## src/include/acc_pkg.sv

```systemverilog
// constants, carrier types and state codes of the converter control block
// assumes a 32-bit avalon-mm slave port and a 9-bit analog converter core
//
// Contract
// (RULE1) finishing a conversion clears the start request in the same edge
// (RULE2) finished status drops to 0 at start and stays 0 while converting
// (RULE3) finished status rises on completion, is read-only, reads 1 after reset
// (RULE4) converter interrupt flag is cleared only by a software write of 0
// (RULE5) channel field bits 3:2 route input 0..3 for codes 00..11
// (RULE6) result bits 8:1 go to result register, bit 0 to control bit 0
// (RULE7) divider code 000..011 divides clock by 2,4,8,16; code 100 by 16
// (RULE8) each analog input has an enable bit connecting its port pin
// (RULE9) start needs enable and request both 1; flag rises with finished status
package acc_pkg;

  localparam int ACC_DATA_W = 32;
  localparam int ACC_ADDR_W = 12;
  localparam int ACC_RES_W = 9;

  // register indexes, byte address is four times the index
  localparam logic [9:0] ACC_IDX_CTRL = 10'h0ef;
  localparam logic [9:0] ACC_IDX_RESULT = 10'h0f8;
  localparam logic [9:0] ACC_IDX_CLKSEL = 10'h0f9;
  localparam logic [9:0] ACC_IDX_IRQ_STAT = 10'h0fa;
  localparam logic [9:0] ACC_IDX_IRQ_MASK = 10'h0fb;

  // reset values
  localparam logic [7:0] ACC_CTRL_RST = 8'h20;
  localparam logic [7:0] ACC_CLKSEL_RST = 8'h00;
  localparam logic [7:0] ACC_RESULT_RST = 8'h00;
  localparam logic [1:0] ACC_IRQ_RST = 2'h0;

  // clock select layout
  localparam int ACC_SEL_DIV_LSB = 4;
  localparam int ACC_SEL_DIV_W = 3;
  localparam int ACC_SEL_AIN_LSB = 0;
  localparam int ACC_SEL_AIN_W = 4;
  localparam logic [2:0] ACC_DIV_MAX_CODE = 3'h3;

  // interrupt status layout
  localparam int ACC_IRQ_DONE_BIT = 0;
  localparam int ACC_IRQ_START_BIT = 1;
  localparam int ACC_IRQ_W = 2;

  // avalon response codes
  localparam logic [1:0] ACC_RESP_OKAY = 2'h0;
  localparam logic [1:0] ACC_RESP_DECERR = 2'h3;

  typedef struct packed {
    logic enable;
    logic request;
    logic finished;
    logic irq_flag;
    logic [1:0] channel;
    logic reserved;
    logic result_lsb;
  } acc_ctrl_t;

  typedef struct packed {
    logic start;
    logic [1:0] channel;
  } acc_core_req_t;

  typedef enum logic {ACC_IDLE, ACC_RUN} acc_state_t;

endpackage

```

## src/hw/acc_clk_div.sv

```systemverilog
// converter clock divider: system clock over 2, 4, 8 or 16
// assumes an asynchronous active-low reset already released cleanly
`timescale 1ns/1ns
module acc_clk_div
  import acc_pkg::*;
#(
  parameter int CNT_W = 4
) (
  input wire logic sys_clk,
  input wire logic rst_n,
  input wire logic [ACC_SEL_DIV_W-1:0] div_code,
  output logic clk_out
);

  logic [CNT_W-1:0] cnt_r;
  logic [CNT_W-1:0] half_cnt;
  logic [ACC_SEL_DIV_W-1:0] code_eff;
  logic clk_r;

  generate
    if (CNT_W < 4) begin : g_bad_width
      $error("acc_clk_div: CNT_W must be at least 4");
    end
  endgenerate

  // codes above 011 clamp to divide by 16
  always_comb begin
    code_eff = (div_code > ACC_DIV_MAX_CODE) ? ACC_DIV_MAX_CODE : div_code; // RULE7
    half_cnt = CNT_W'((1 << code_eff) - 1); // RULE7
  end

  always_ff @(posedge sys_clk or negedge rst_n) begin
    if (!rst_n) begin
      cnt_r <= '0;
      clk_r <= 1'b0;
    end else if (cnt_r >= half_cnt) begin
      cnt_r <= '0;
      clk_r <= ~clk_r;
    end else begin
      cnt_r <= cnt_r + 1'b1;
    end
  end

  assign clk_out = clk_r;

endmodule // acc_clk_div

```

## src/hw/acc_conv_ctrl.sv

```systemverilog
// converter control: registers, start and finish sequencing, result capture
// assumes avalon-mm master on sys_clk and an analog core holding its result
// stable from before core_done rises until the next start
`timescale 1ns/1ns
module acc_conv_ctrl
  import acc_pkg::*;
#(
  parameter int ADDR_W = ACC_ADDR_W,
  parameter int DIV_CNT_W = 4
) (
  input wire logic sys_clk,
  input wire logic resetn,
  input wire logic [ADDR_W-1:0] avs_address,
  input wire logic avs_read,
  input wire logic avs_write,
  input wire logic [ACC_DATA_W-1:0] avs_writedata,
  input wire logic [3:0] avs_byteenable,
  output logic [ACC_DATA_W-1:0] avs_readdata,
  output logic avs_waitrequest,
  output logic [1:0] avs_response,
  output logic irq,
  output acc_core_req_t core_req,
  output logic core_clk,
  output logic [ACC_SEL_AIN_W-1:0] ain_enable,
  input wire logic core_done,
  input wire logic [ACC_RES_W-1:0] core_result
);

  generate
    if (ADDR_W < 12) begin : g_bad_addr
      $error("acc_conv_ctrl: ADDR_W must be at least 12");
    end
    if (DIV_CNT_W < 4) begin : g_bad_div
      $error("acc_conv_ctrl: DIV_CNT_W must be at least 4");
    end
    if (ACC_RES_W != 9) begin : g_bad_res
      $error("acc_conv_ctrl: result pairing needs a 9-bit core result");
    end
  endgenerate

  // reset release
  logic [1:0] rst_pipe_r;
  logic rst_n;

  always_ff @(posedge sys_clk or negedge resetn) begin
    if (!resetn) begin
      rst_pipe_r <= 2'b00;
    end else begin
      rst_pipe_r <= {rst_pipe_r[0], 1'b1};
    end
  end

  assign rst_n = rst_pipe_r[1];

  // core input synchronisers
  logic done_meta_r;
  logic done_sync_r;
  logic done_prev_r;
  logic [ACC_RES_W-1:0] result_meta_r;
  logic [ACC_RES_W-1:0] result_sync_r;
  logic done_rise;

  always_ff @(posedge sys_clk or negedge rst_n) begin
    if (!rst_n) begin
      done_meta_r <= 1'b0;
      done_sync_r <= 1'b0;
      done_prev_r <= 1'b0;
      result_meta_r <= '0;
      result_sync_r <= '0;
    end else begin
      done_meta_r <= core_done;
      done_sync_r <= done_meta_r;
      done_prev_r <= done_sync_r;
      result_meta_r <= core_result;
      result_sync_r <= result_meta_r;
    end
  end

  assign done_rise = done_sync_r & ~done_prev_r;

  // bus decode
  logic [9:0] reg_idx;
  logic addr_hi_zero;
  logic bus_req;
  logic sel_ctrl;
  logic sel_result;
  logic sel_clksel;
  logic sel_stat;
  logic sel_mask;
  logic mapped;
  logic wr_commit;
  logic [7:0] wr_byte;
  acc_ctrl_t wr_ctrl;

  logic avs_waitrequest_r;
  logic [ACC_DATA_W-1:0] avs_readdata_r;
  logic [1:0] avs_response_r;

  always_comb begin
    reg_idx = avs_address[11:2];
    addr_hi_zero = (avs_address >> 12) == '0;
    bus_req = avs_read | avs_write;
    wr_commit = avs_write & ~avs_waitrequest_r & avs_byteenable[0];
    wr_byte = avs_writedata[7:0];
    wr_ctrl = acc_ctrl_t'(wr_byte);
  end

  // register select, upper address bits must be zero
  always_comb begin
    sel_ctrl = 1'b0;
    sel_result = 1'b0;
    sel_clksel = 1'b0;
    sel_stat = 1'b0;
    sel_mask = 1'b0;
    if (addr_hi_zero) begin
      case (reg_idx)
        ACC_IDX_CTRL: begin
          sel_ctrl = 1'b1;
        end
        ACC_IDX_RESULT: begin
          sel_result = 1'b1;
        end
        ACC_IDX_CLKSEL: begin
          sel_clksel = 1'b1;
        end
        ACC_IDX_IRQ_STAT: begin
          sel_stat = 1'b1;
        end
        ACC_IDX_IRQ_MASK: begin
          sel_mask = 1'b1;
        end
        default: begin
          sel_ctrl = 1'b0;
        end
      endcase
    end
    mapped = sel_ctrl | sel_result | sel_clksel | sel_stat | sel_mask;
  end

  // registers
  acc_ctrl_t ctrl_r;
  logic [7:0] result_r;
  logic [7:0] clksel_r;
  logic [ACC_IRQ_W-1:0] irq_stat_r;
  logic [ACC_IRQ_W-1:0] irq_mask_r;
  logic irq_r;
  acc_state_t state_r;
  acc_core_req_t core_req_r;

  logic start_go;
  logic finish_go;
  logic abort_go;

  // a conversion starts only from idle with enable and request set
  assign start_go = (state_r == ACC_IDLE) && ctrl_r.enable && ctrl_r.request; // RULE9
  assign finish_go = (state_r == ACC_RUN) && done_rise;
  assign abort_go = (state_r == ACC_RUN) && !ctrl_r.enable && !done_rise;

  // wait one cycle, then answer for one cycle
  always_ff @(posedge sys_clk or negedge rst_n) begin
    if (!rst_n) begin
      avs_waitrequest_r <= 1'b1;
    end else begin
      avs_waitrequest_r <= ~(bus_req & avs_waitrequest_r);
    end
  end

  // response: decode error for unmapped addresses
  always_ff @(posedge sys_clk or negedge rst_n) begin
    if (!rst_n) begin
      avs_response_r <= ACC_RESP_OKAY;
    end else if (bus_req && avs_waitrequest_r) begin
      avs_response_r <= mapped ? ACC_RESP_OKAY : ACC_RESP_DECERR;
    end
  end

  // read data loaded at the request edge, held until the next request
  logic [ACC_DATA_W-1:0] rd_mux;

  always_comb begin
    rd_mux = '0;
    if (avs_read) begin
      if (sel_ctrl) begin
        rd_mux[7:0] = {ctrl_r[7:2], 1'b0, ctrl_r.result_lsb};
      end else if (sel_result) begin
        rd_mux[7:0] = result_r;
      end else if (sel_clksel) begin
        rd_mux[7:0] = {1'b0, clksel_r[6:0]};
      end else if (sel_stat) begin
        rd_mux[ACC_IRQ_W-1:0] = irq_stat_r;
      end else if (sel_mask) begin
        rd_mux[ACC_IRQ_W-1:0] = irq_mask_r;
      end
    end
  end

  always_ff @(posedge sys_clk or negedge rst_n) begin
    if (!rst_n) begin
      avs_readdata_r <= '0;
    end else if (bus_req && avs_waitrequest_r) begin
      avs_readdata_r <= rd_mux;
    end
  end

  // conversion sequencer
  always_ff @(posedge sys_clk or negedge rst_n) begin
    if (!rst_n) begin
      state_r <= ACC_IDLE;
    end else begin
      case (state_r)
        ACC_IDLE: begin
          if (start_go) begin
            state_r <= ACC_RUN;
          end
        end
        ACC_RUN: begin
          if (finish_go || abort_go) begin
            state_r <= ACC_IDLE;
          end
        end
        default: begin
          state_r <= ACC_IDLE;
        end
      endcase
    end
  end

  // control register; hardware updates after software so they win
  always_ff @(posedge sys_clk or negedge rst_n) begin
    if (!rst_n) begin
      ctrl_r <= acc_ctrl_t'(ACC_CTRL_RST); // RULE3
    end else begin
      if (wr_commit && sel_ctrl) begin
        ctrl_r.enable <= wr_ctrl.enable;
        ctrl_r.request <= wr_ctrl.request;
        ctrl_r.irq_flag <= wr_ctrl.irq_flag; // RULE4
        ctrl_r.channel <= wr_ctrl.channel;
        ctrl_r.result_lsb <= wr_ctrl.result_lsb;
      end
      if (start_go) begin
        ctrl_r.finished <= 1'b0; // RULE2
      end
      // abort ends like a finish, flag included
      if (abort_go) begin
        ctrl_r.finished <= 1'b1; // RULE3
        ctrl_r.request <= 1'b0; // RULE1
        ctrl_r.irq_flag <= 1'b1; // RULE9
      end
      if (finish_go) begin
        ctrl_r.finished <= 1'b1; // RULE3
        ctrl_r.request <= 1'b0; // RULE1
        ctrl_r.irq_flag <= 1'b1; // RULE9
        ctrl_r.result_lsb <= result_sync_r[0]; // RULE6
      end
      ctrl_r.reserved <= 1'b0;
    end
  end

  // result register
  always_ff @(posedge sys_clk or negedge rst_n) begin
    if (!rst_n) begin
      result_r <= ACC_RESULT_RST;
    end else if (finish_go) begin
      result_r <= result_sync_r[ACC_RES_W-1:1]; // RULE6
    end
  end

  // clock divider and input enable register
  always_ff @(posedge sys_clk or negedge rst_n) begin
    if (!rst_n) begin
      clksel_r <= ACC_CLKSEL_RST;
    end else if (wr_commit && sel_clksel) begin
      clksel_r <= {1'b0, wr_byte[6:0]};
    end
  end

  // each enable connects its pin to the converter
  assign ain_enable = clksel_r[ACC_SEL_AIN_LSB +: ACC_SEL_AIN_W]; // RULE8

  acc_clk_div #(
    .CNT_W(DIV_CNT_W)
  ) u_clk_div (
    .sys_clk(sys_clk),
    .rst_n(rst_n),
    .div_code(clksel_r[ACC_SEL_DIV_LSB +: ACC_SEL_DIV_W]), // RULE7
    .clk_out(core_clk)
  );

  // core request: start pulse and channel held for the conversion
  always_ff @(posedge sys_clk or negedge rst_n) begin
    if (!rst_n) begin
      core_req_r <= '0;
    end else begin
      core_req_r.start <= start_go;
      if (start_go) begin
        core_req_r.channel <= ctrl_r.channel; // RULE5
      end
    end
  end

  // sticky event status, write one to clear, set wins
  logic [ACC_IRQ_W-1:0] irq_set;
  logic [ACC_IRQ_W-1:0] irq_clr;

  always_comb begin
    irq_set = '0;
    irq_set[ACC_IRQ_DONE_BIT] = finish_go;
    irq_set[ACC_IRQ_START_BIT] = start_go;
  end

  always_comb begin
    irq_clr = (wr_commit && sel_stat) ? wr_byte[ACC_IRQ_W-1:0] : '0;
  end

  always_ff @(posedge sys_clk or negedge rst_n) begin
    if (!rst_n) begin
      irq_stat_r <= ACC_IRQ_RST;
    end else begin
      irq_stat_r <= (irq_stat_r & ~irq_clr) | irq_set;
    end
  end

  always_ff @(posedge sys_clk or negedge rst_n) begin
    if (!rst_n) begin
      irq_mask_r <= ACC_IRQ_RST;
    end else if (wr_commit && sel_mask) begin
      irq_mask_r <= wr_byte[ACC_IRQ_W-1:0];
    end
  end

  always_ff @(posedge sys_clk or negedge rst_n) begin
    if (!rst_n) begin
      irq_r <= 1'b0;
    end else begin
      irq_r <= |(irq_stat_r & irq_mask_r);
    end
  end

  assign avs_waitrequest = avs_waitrequest_r;
  assign avs_readdata = avs_readdata_r;
  assign avs_response = avs_response_r;
  assign irq = irq_r;
  assign core_req = core_req_r;

endmodule // acc_conv_ctrl

```

## config.mk

```make
export PLATFORM = sky130hd
export DESIGN_NAME = acc_conv_ctrl
export DESIGN_NICKNAME = d
export VERILOG_FILES = /design/src/include/acc_pkg.sv /design/src/hw/acc_clk_div.sv /design/src/hw/acc_conv_ctrl.sv
export SDC_FILE = /design/constraint.sdc
export NUM_CORES = 1
export LEC_CHECK = 0
export BUFFER_PORTS_ARGS = -buffer_cell sky130_fd_sc_hd__buf_4
export CAP_MARGIN = 5
export CORE_MARGIN = 2
export CORE_UTILIZATION = 49
export DETAILED_ROUTE_END_ITERATION = 7
export PLACE_DENSITY = 0.84
export RECOVER_POWER = 50
export SLEW_MARGIN = 20
export SYNTH_ARGS = -nofsm -noshare
export SYNTH_HDL_FRONTEND = slang
export SYNTH_SLANG_ARGS = --single-unit
export TNS_END_PERCENT = 5
```

## constraint.sdc

```tcl
create_clock -name sys_clk -period 2.75 [get_ports sys_clk]
set_clock_uncertainty 0.15 [all_clocks]
set_input_delay 0.1375 -clock sys_clk [delete_from_list [all_inputs] [get_ports sys_clk]]
set_output_delay 0.1375 -clock sys_clk [all_outputs]
set_load 0.01 [all_outputs]
```

---- Word level (Yosys, flattened, before mapping) ----
Index checks and enable logic that the tools add are counted.
cells by class
  shifts and indexed selects .............. 1
  reductions and logical operators ........ 17
  bitwise logic cells ..................... 18
  mux-type cells .......................... 26
  add/subtract/negate cells ............... 2
  order comparisons ....................... 2
  equal/unequal tests ..................... 5
operators with widths
  cell                                                                     number
  10-bit by 8-bit equality test with 1-bit output (second input constant)  5
  8-bit 2-to-1 mux                                                         3
  3-bit 2-to-1 mux                                                         4
  1-bit 2-to-1 mux                                                         11
  1-bit logical AND                                                        10
  2-bit 2-to-1 mux                                                         5
  3-bit nonzero test                                                       2
  5-bit 2-to-1 mux                                                         1
  1-bit inverter                                                           5
  1-bit OR                                                                 5
  4-bit by 1-bit adder with 4-bit output (second input constant)           1
  1-bit AND                                                                4
  2-bit AND                                                                2
  4-bit >= comparator                                                      1
  4-bit 2-to-1 mux                                                         1
  1-bit by 3-bit << shifter with 4-bit output (first input constant)       1
  4-bit by 2-bit subtractor with 4-bit output (second input constant)      1
  3-bit by 2-bit > comparator with 1-bit output (second input constant)    1
  1-bit zero test                                                          2
  2-bit inverter                                                           1
  2-bit OR                                                                 1
  1-bit one-hot mux with 2 select lines                                    1
  2-bit nonzero test                                                       1
  2-bit OR reduction                                                       1
  1-bit logical OR                                                         1
word-level totals
  bits of input ports ..................... 62
  bits in registers ....................... 70

---- Depth between registers and ports, before layout ----
  word-level depth ........................ 8
  mapped depth ............................ 6

---- Cells and area by module ----
Synthesis repeated with hierarchy kept, for this count alone.
unflattened totals
  cell total of the unflattened synthesis .. 231
  area total of the unflattened synthesis .. 2990.4 um^2
modules (own cells, without submodules)
  module         sequential area each (um^2)  cells an instance  area an instance (um^2)  times used
  acc_conv_ctrl  1604.0                       199                2645.0                   1
  acc_clk_div    125.1                        32                 345.3                    1

---- Least setup slack after synthesis ----
Ideal clock, no wire load.
  path kind ............................... register -> register
  start ................................... reg clksel_r[6]
  end ..................................... reg u_clk_div.clk_r (netlist: u_clk_div.clk_out)
  period minus slack after synthesis ...... 1.943 ns
  setup time .............................. 0.148 ns
  setup slack ............................. 0.807 ns
  stages on the path, launching flop included .. 7
  data required time ...................... 2.452 ns
  data arrival time ....................... 1.645 ns
  cell sequence ........................... dfrtp_1 -> or3_1 -> ha_1 -> nand2b_1 -> a21oi_1 -> o21ai_0 -> xor2_1
on the way
  longest elaborated chain between the ends .. 5
RTL lines
  item                                           RTL line              text
  from (decl)                                    acc_conv_ctrl.sv:143  logic [7:0] clksel_r;
  from (signal assigned)                         acc_conv_ctrl.sv:273  clksel_r <= {1'b0, wr_byte[6:0]};
  3-bit by 2-bit > comparator with 1-bit output  acc_clk_div.sv:28     code_eff = (div_code > ACC_DIV_MAX_CODE) ? ACC_DIV_MAX_CODE : div_code;
  3-bit 2-to-1 mux *                             acc_clk_div.sv:28
  1-bit by 3-bit << shifter with 4-bit output *  acc_clk_div.sv:29     half_cnt = CNT_W'((1 << code_eff) - 1);
  4-bit by 2-bit subtractor with 4-bit output *  acc_clk_div.sv:29
  4-bit >= comparator *                          acc_clk_div.sv:36     end else if (cnt_r >= half_cnt) begin
  to (signal assigned)                           acc_clk_div.sv:38     clk_r <= ~clk_r;
  to (decl)                                      acc_clk_div.sv:18     logic clk_r;
Every way passes the cells marked *; elsewhere a longest branch is shown, timed or not.
A chain may end at the register's enable or synchronous reset.

---- Worst setup path in the final report ----
Same ends and word-level chain as after synthesis.

==> results.txt <==
The die is 82.2 um tall. Ranked by total cell area, the synthesized netlist is headed by dfrtp_1 56%, buf_4 7.3%, mux2_2 3.8%. The area growth from synthesis to layout is 22.0%. The number of buffers between clock root and the deepest sink is 2.

The via count of the first global-routing pass came to 2,008. Data on the critical path is required at its endpoint by 2.80 ns. The static leakage came out at 1.80 nW. The final non-filler cell area is 3650 sq um. The number of placed cells counting well taps came out at 368.

The initial antenna violation count is 0. Summing every instance area after synthesis gives 3000 sq um. The post-cts gate resize count is 0.

The H-tree was split into 3 levels. The global placement routability congestion is 0.834. The length of the first detailed-routing pass in iterations came out at 4.

For this run, the top clock speed supported by timing is 457 MHz. Setup repair after global routing left no endpoint under its margin. The repair_antennas step left the layout with diodes totalling 0.

The synthesized flop and latch total is 69. The routed length per instance came out at 14.1 um. Along the worst path, the maximum fanout reaches 5. Yosys instantiated no cell more often than dfrtp_1. The tree built by TritonCTS fans out to 69 sinks. The number of placement rows is 28. The number of failing hold endpoints at the final stage came out at 0.

Setup violations remaining at the end of the flow were counted as 0. The clock root buffer is clkbuf_8. The instance area after placement came out at 3340 sq um.

The max-cap violation count is 0. The final-report max-slew violation count came out at 0. The share of synthesized area in the top cell type comes to 55.9%. The initial utilization of the core area, before any placement, comes to 50.6%. The vias per cell came out at 4.98.

The post-route clock period utilization is 79.7%. The smallest clock period supported by the final layout is computed as 2.19 ns. Among all flip-flop cells after synthesis, the most frequent one is dfrtp_1. Fill cells in the final layout number 483.

TritonCTS built the clock tree. Ranked by instance count, the synthesized netlist is headed by 67 x dfrtp_1, 29 x buf_4, 29 x nand2_1. The worst slew margin relative to its limit came out at 22.4%. Clock-pin slew was measured on the worst setup and hold paths at 0.07 ns. The type of the setup path with the least slack is reg -> reg. The final routed wirelength across all metal layers came out at 5710 um. For this run, asynchronously set or reset flops after synthesis account for 100%.

The worst setup path is captured at a flop. The global-route congestion overflow total is 0. The half-perimeter wire length after placement came out at 4070 um. The total global-route track usage came out at 18.7%. The classification of the worst-slack hold path is in -> reg. The overall via count from detail_route is 2,023.

The post-synthesis average cell area came out at 12.0 sq um. The net count of the finished layout is 393. The run finished with clean final reports.

The number of buffers added for setup after CTS came out at 0. The worst-case IR drop observed on VDD is 290 uV. Entering global routing, the biggest net connects 32 pins. The detailed router finished its first iteration with 110 violations. The fraction of layout cells with a size suffix above 1 came out at 24.2%. For the pin with the worst max-slew slack, the measured transition is 1.16 ns. The synthesis warning total is 0. The area enclosed by the die boundary is 6760 sq um.

After synthesis, flip-flops and latches occupy 57.7% of the total area. The power per unit of standard cell area is 564 nW/um^2. The count of nets left with antenna violations after detail routing is 0.

The worst path arrival time is 2.24 ns. The core area is 5920 sq um. The x dimension of the die came out at 82.2 um. The final total negative setup slack is 0 ns. Synthesis produced 250 cells. The count of flip-flops with a built-in enable after synthesis came out at 0. The number of clock buffers added by TritonCTS is 9. The first global-routing pass estimated 9190 um of wire. The synthesized netlist contains 46 unique library cells. The number of standard cells in the layout, taps in and fillers out is 406.

The remaining design rule violation count is 0. The number of buffers inserted for hold repair after clock tree synthesis came out at 22. The number of I/O pins is 106. The type of element launching the critical path is a flop.

The count of input and output buffers came out at 52. The clock latency of the later-clocked register in the worst-skew pair is 0.35 ns. Of all cell types, the one taking the most synthesized area is dfrtp_1.
==> worst max-delay path, cell delays in order (launching register included) <==
cell	delay, ns
dfrtp_1	0.43
or3_1	0.40
ha_1	0.27
nand2b_1	0.09
a21oi_1	0.07
o21ai_0	0.49
xor2_1	0.14
==> placed cells by master, fill, tap and decap left out, types with 2 or more instances in the layout <==
| cell | Yosys | layout |
|---|---|---|
| xor2_1 | 2 | 2 |
| dfstp_2 | 2 | 2 |
| nor2b_1 | 3 | 3 |
| clkbuf_1 | 4 | 21 |
| nand3_1 | 2 | 2 |
| nand3b_1 | 4 | 4 |
| o21ai_0 | 5 | 5 |
| nor3b_1 | 2 | 2 |
| nand2b_1 | 5 | 5 |
| mux2_4 | 7 | 7 |
| nor2_1 | 15 | 15 |
| conb_1 | 2 | 26 |
| nand2_1 | 29 | 29 |
| inv_1 | 4 | 4 |
| a21oi_1 | 13 | 13 |
| a31o_2 | 5 | 5 |
| or3_1 | 2 | 2 |
| buf_4 | 29 | 24 |
| nor3_1 | 2 | 2 |
| dlygate4sd3_1 | 0 | 22 |
| mux2_2 | 10 | 10 |
| a21o_1 | 2 | 2 |
| dfrtp_1 | 67 | 67 |
| clkbuf_4 | 0 | 11 |
| o41ai_1 | 6 | 6 |
| ha_1 | 5 | 5 |
| nand4_1 | 2 | 2 |
| clkbuf_8 | 0 | 10 |
| clkinv_2 | 0 | 4 |
==> cell type report <==
| cell class | count | area [sq um] | share of cell area (%) |
|---|---|---|---|
| Inverter | 4 | 15.0 | 0.411 |
| Tap cell | 75 | 93.8 | 2.57 |
| Timing Repair Buffer | 77 | 558 | 15.3 |
| Multi-Input combinational cell | 165 | 1090 | 29.8 |
| Clock inverter | 5 | 27.5 | 0.753 |
| Sequential cell | 69 | 1730 | 47.3 |
| Clock buffer | 11 | 141 | 3.87 |
==> worst paths after layout <==
| check | to | cells after the start | startpoint | slack (ns) |
|---|---|---|---|---|
| max | u_clk_div.clk_out$_DFFE_PN0P_ | 6 | clksel_r[6]$_DFFE_PN0P_ | 0.56 |
| max in group asynchronous | clksel_r[2]$_DFFE_PN0P_ | 1 | rst_pipe_r[1]$_DFF_PN0_ | 0.73 |
| max reg2reg | u_clk_div.clk_out$_DFFE_PN0P_ | 6 | clksel_r[6]$_DFFE_PN0P_ | 0.56 |
| min in group asynchronous | ctrl_r[6]$_DFFE_PN0P_ | 0 | rst_pipe_r[1]$_DFF_PN0_ | 0.34 |
| min reg2reg | done_sync_r$_DFF_PN0_ | 0 | done_meta_r$_DFF_PN0_ | 0.19 |
| min | ctrl_r[3]$_DFFE_PN0P_ | 5 | avs_address[10] | 0.06 |
==> metrics by stage <==
step | setup WS (ns) | power [mW] | utilization, % | hold slack, ns
floorplan | 0.540 | 1.28 | - | -0.308
global placement | 0.618 | 1.34 | 56.4 | -0.230
detailed placement | 0.581 | 1.35 | 56.4 | -0.226
CTS | 0.542 | 2.09 | 63.0 | 0.0519
global route | 0.291 | 2.14 | 61.7 | 0.0982
finish | 0.559 | 2.06 | 61.7 | 0.0581
==> layer usage <==
layer  wire, um  track usage, %
met2       2720            29.4
met3        394            3.80
met4         84            11.0
met1       2510            23.9
met5          0               0
==> state kept, by name (all words and copies together), names as in the netlist <==
signal	flops
result_meta_r	9
result_sync_r	9
avs_readdata	8
result_r	8
clksel_r	7
ctrl_r	7
u_clk_div.cnt_r	4
core_req	3
irq_mask_r	2
irq_stat_r	2
rst_pipe_r	2
avs_response	1
avs_waitrequest	1
done_meta_r	1
done_prev_r	1
done_sync_r	1
irq	1
state_r	1
u_clk_div.clk_out	1
==> cells by family after synthesis <==
kind of cell    count (synthesis)  share of synthesized area, %
simple gates                   75                          13.3
flops                          69                          57.7
buf+inv                        40                          8.93
compound gates                 37                          8.52
mux                            19                          8.35
fa+ha+maj                       5                          2.09
xor+xnor                        3                         0.877
other cells                     2                         0.251
==> power breakdown <==
group          leakage, nW  internal, mW  switching [mW]  total [mW]
registers            0.885          1.07          0.0397        1.11
clock network       0.0889         0.345           0.366       0.711
logic                0.828         0.114           0.130       0.244
total                 1.80          1.53           0.536        2.06
Note: power is estimated with default switching activity, not from simulation.
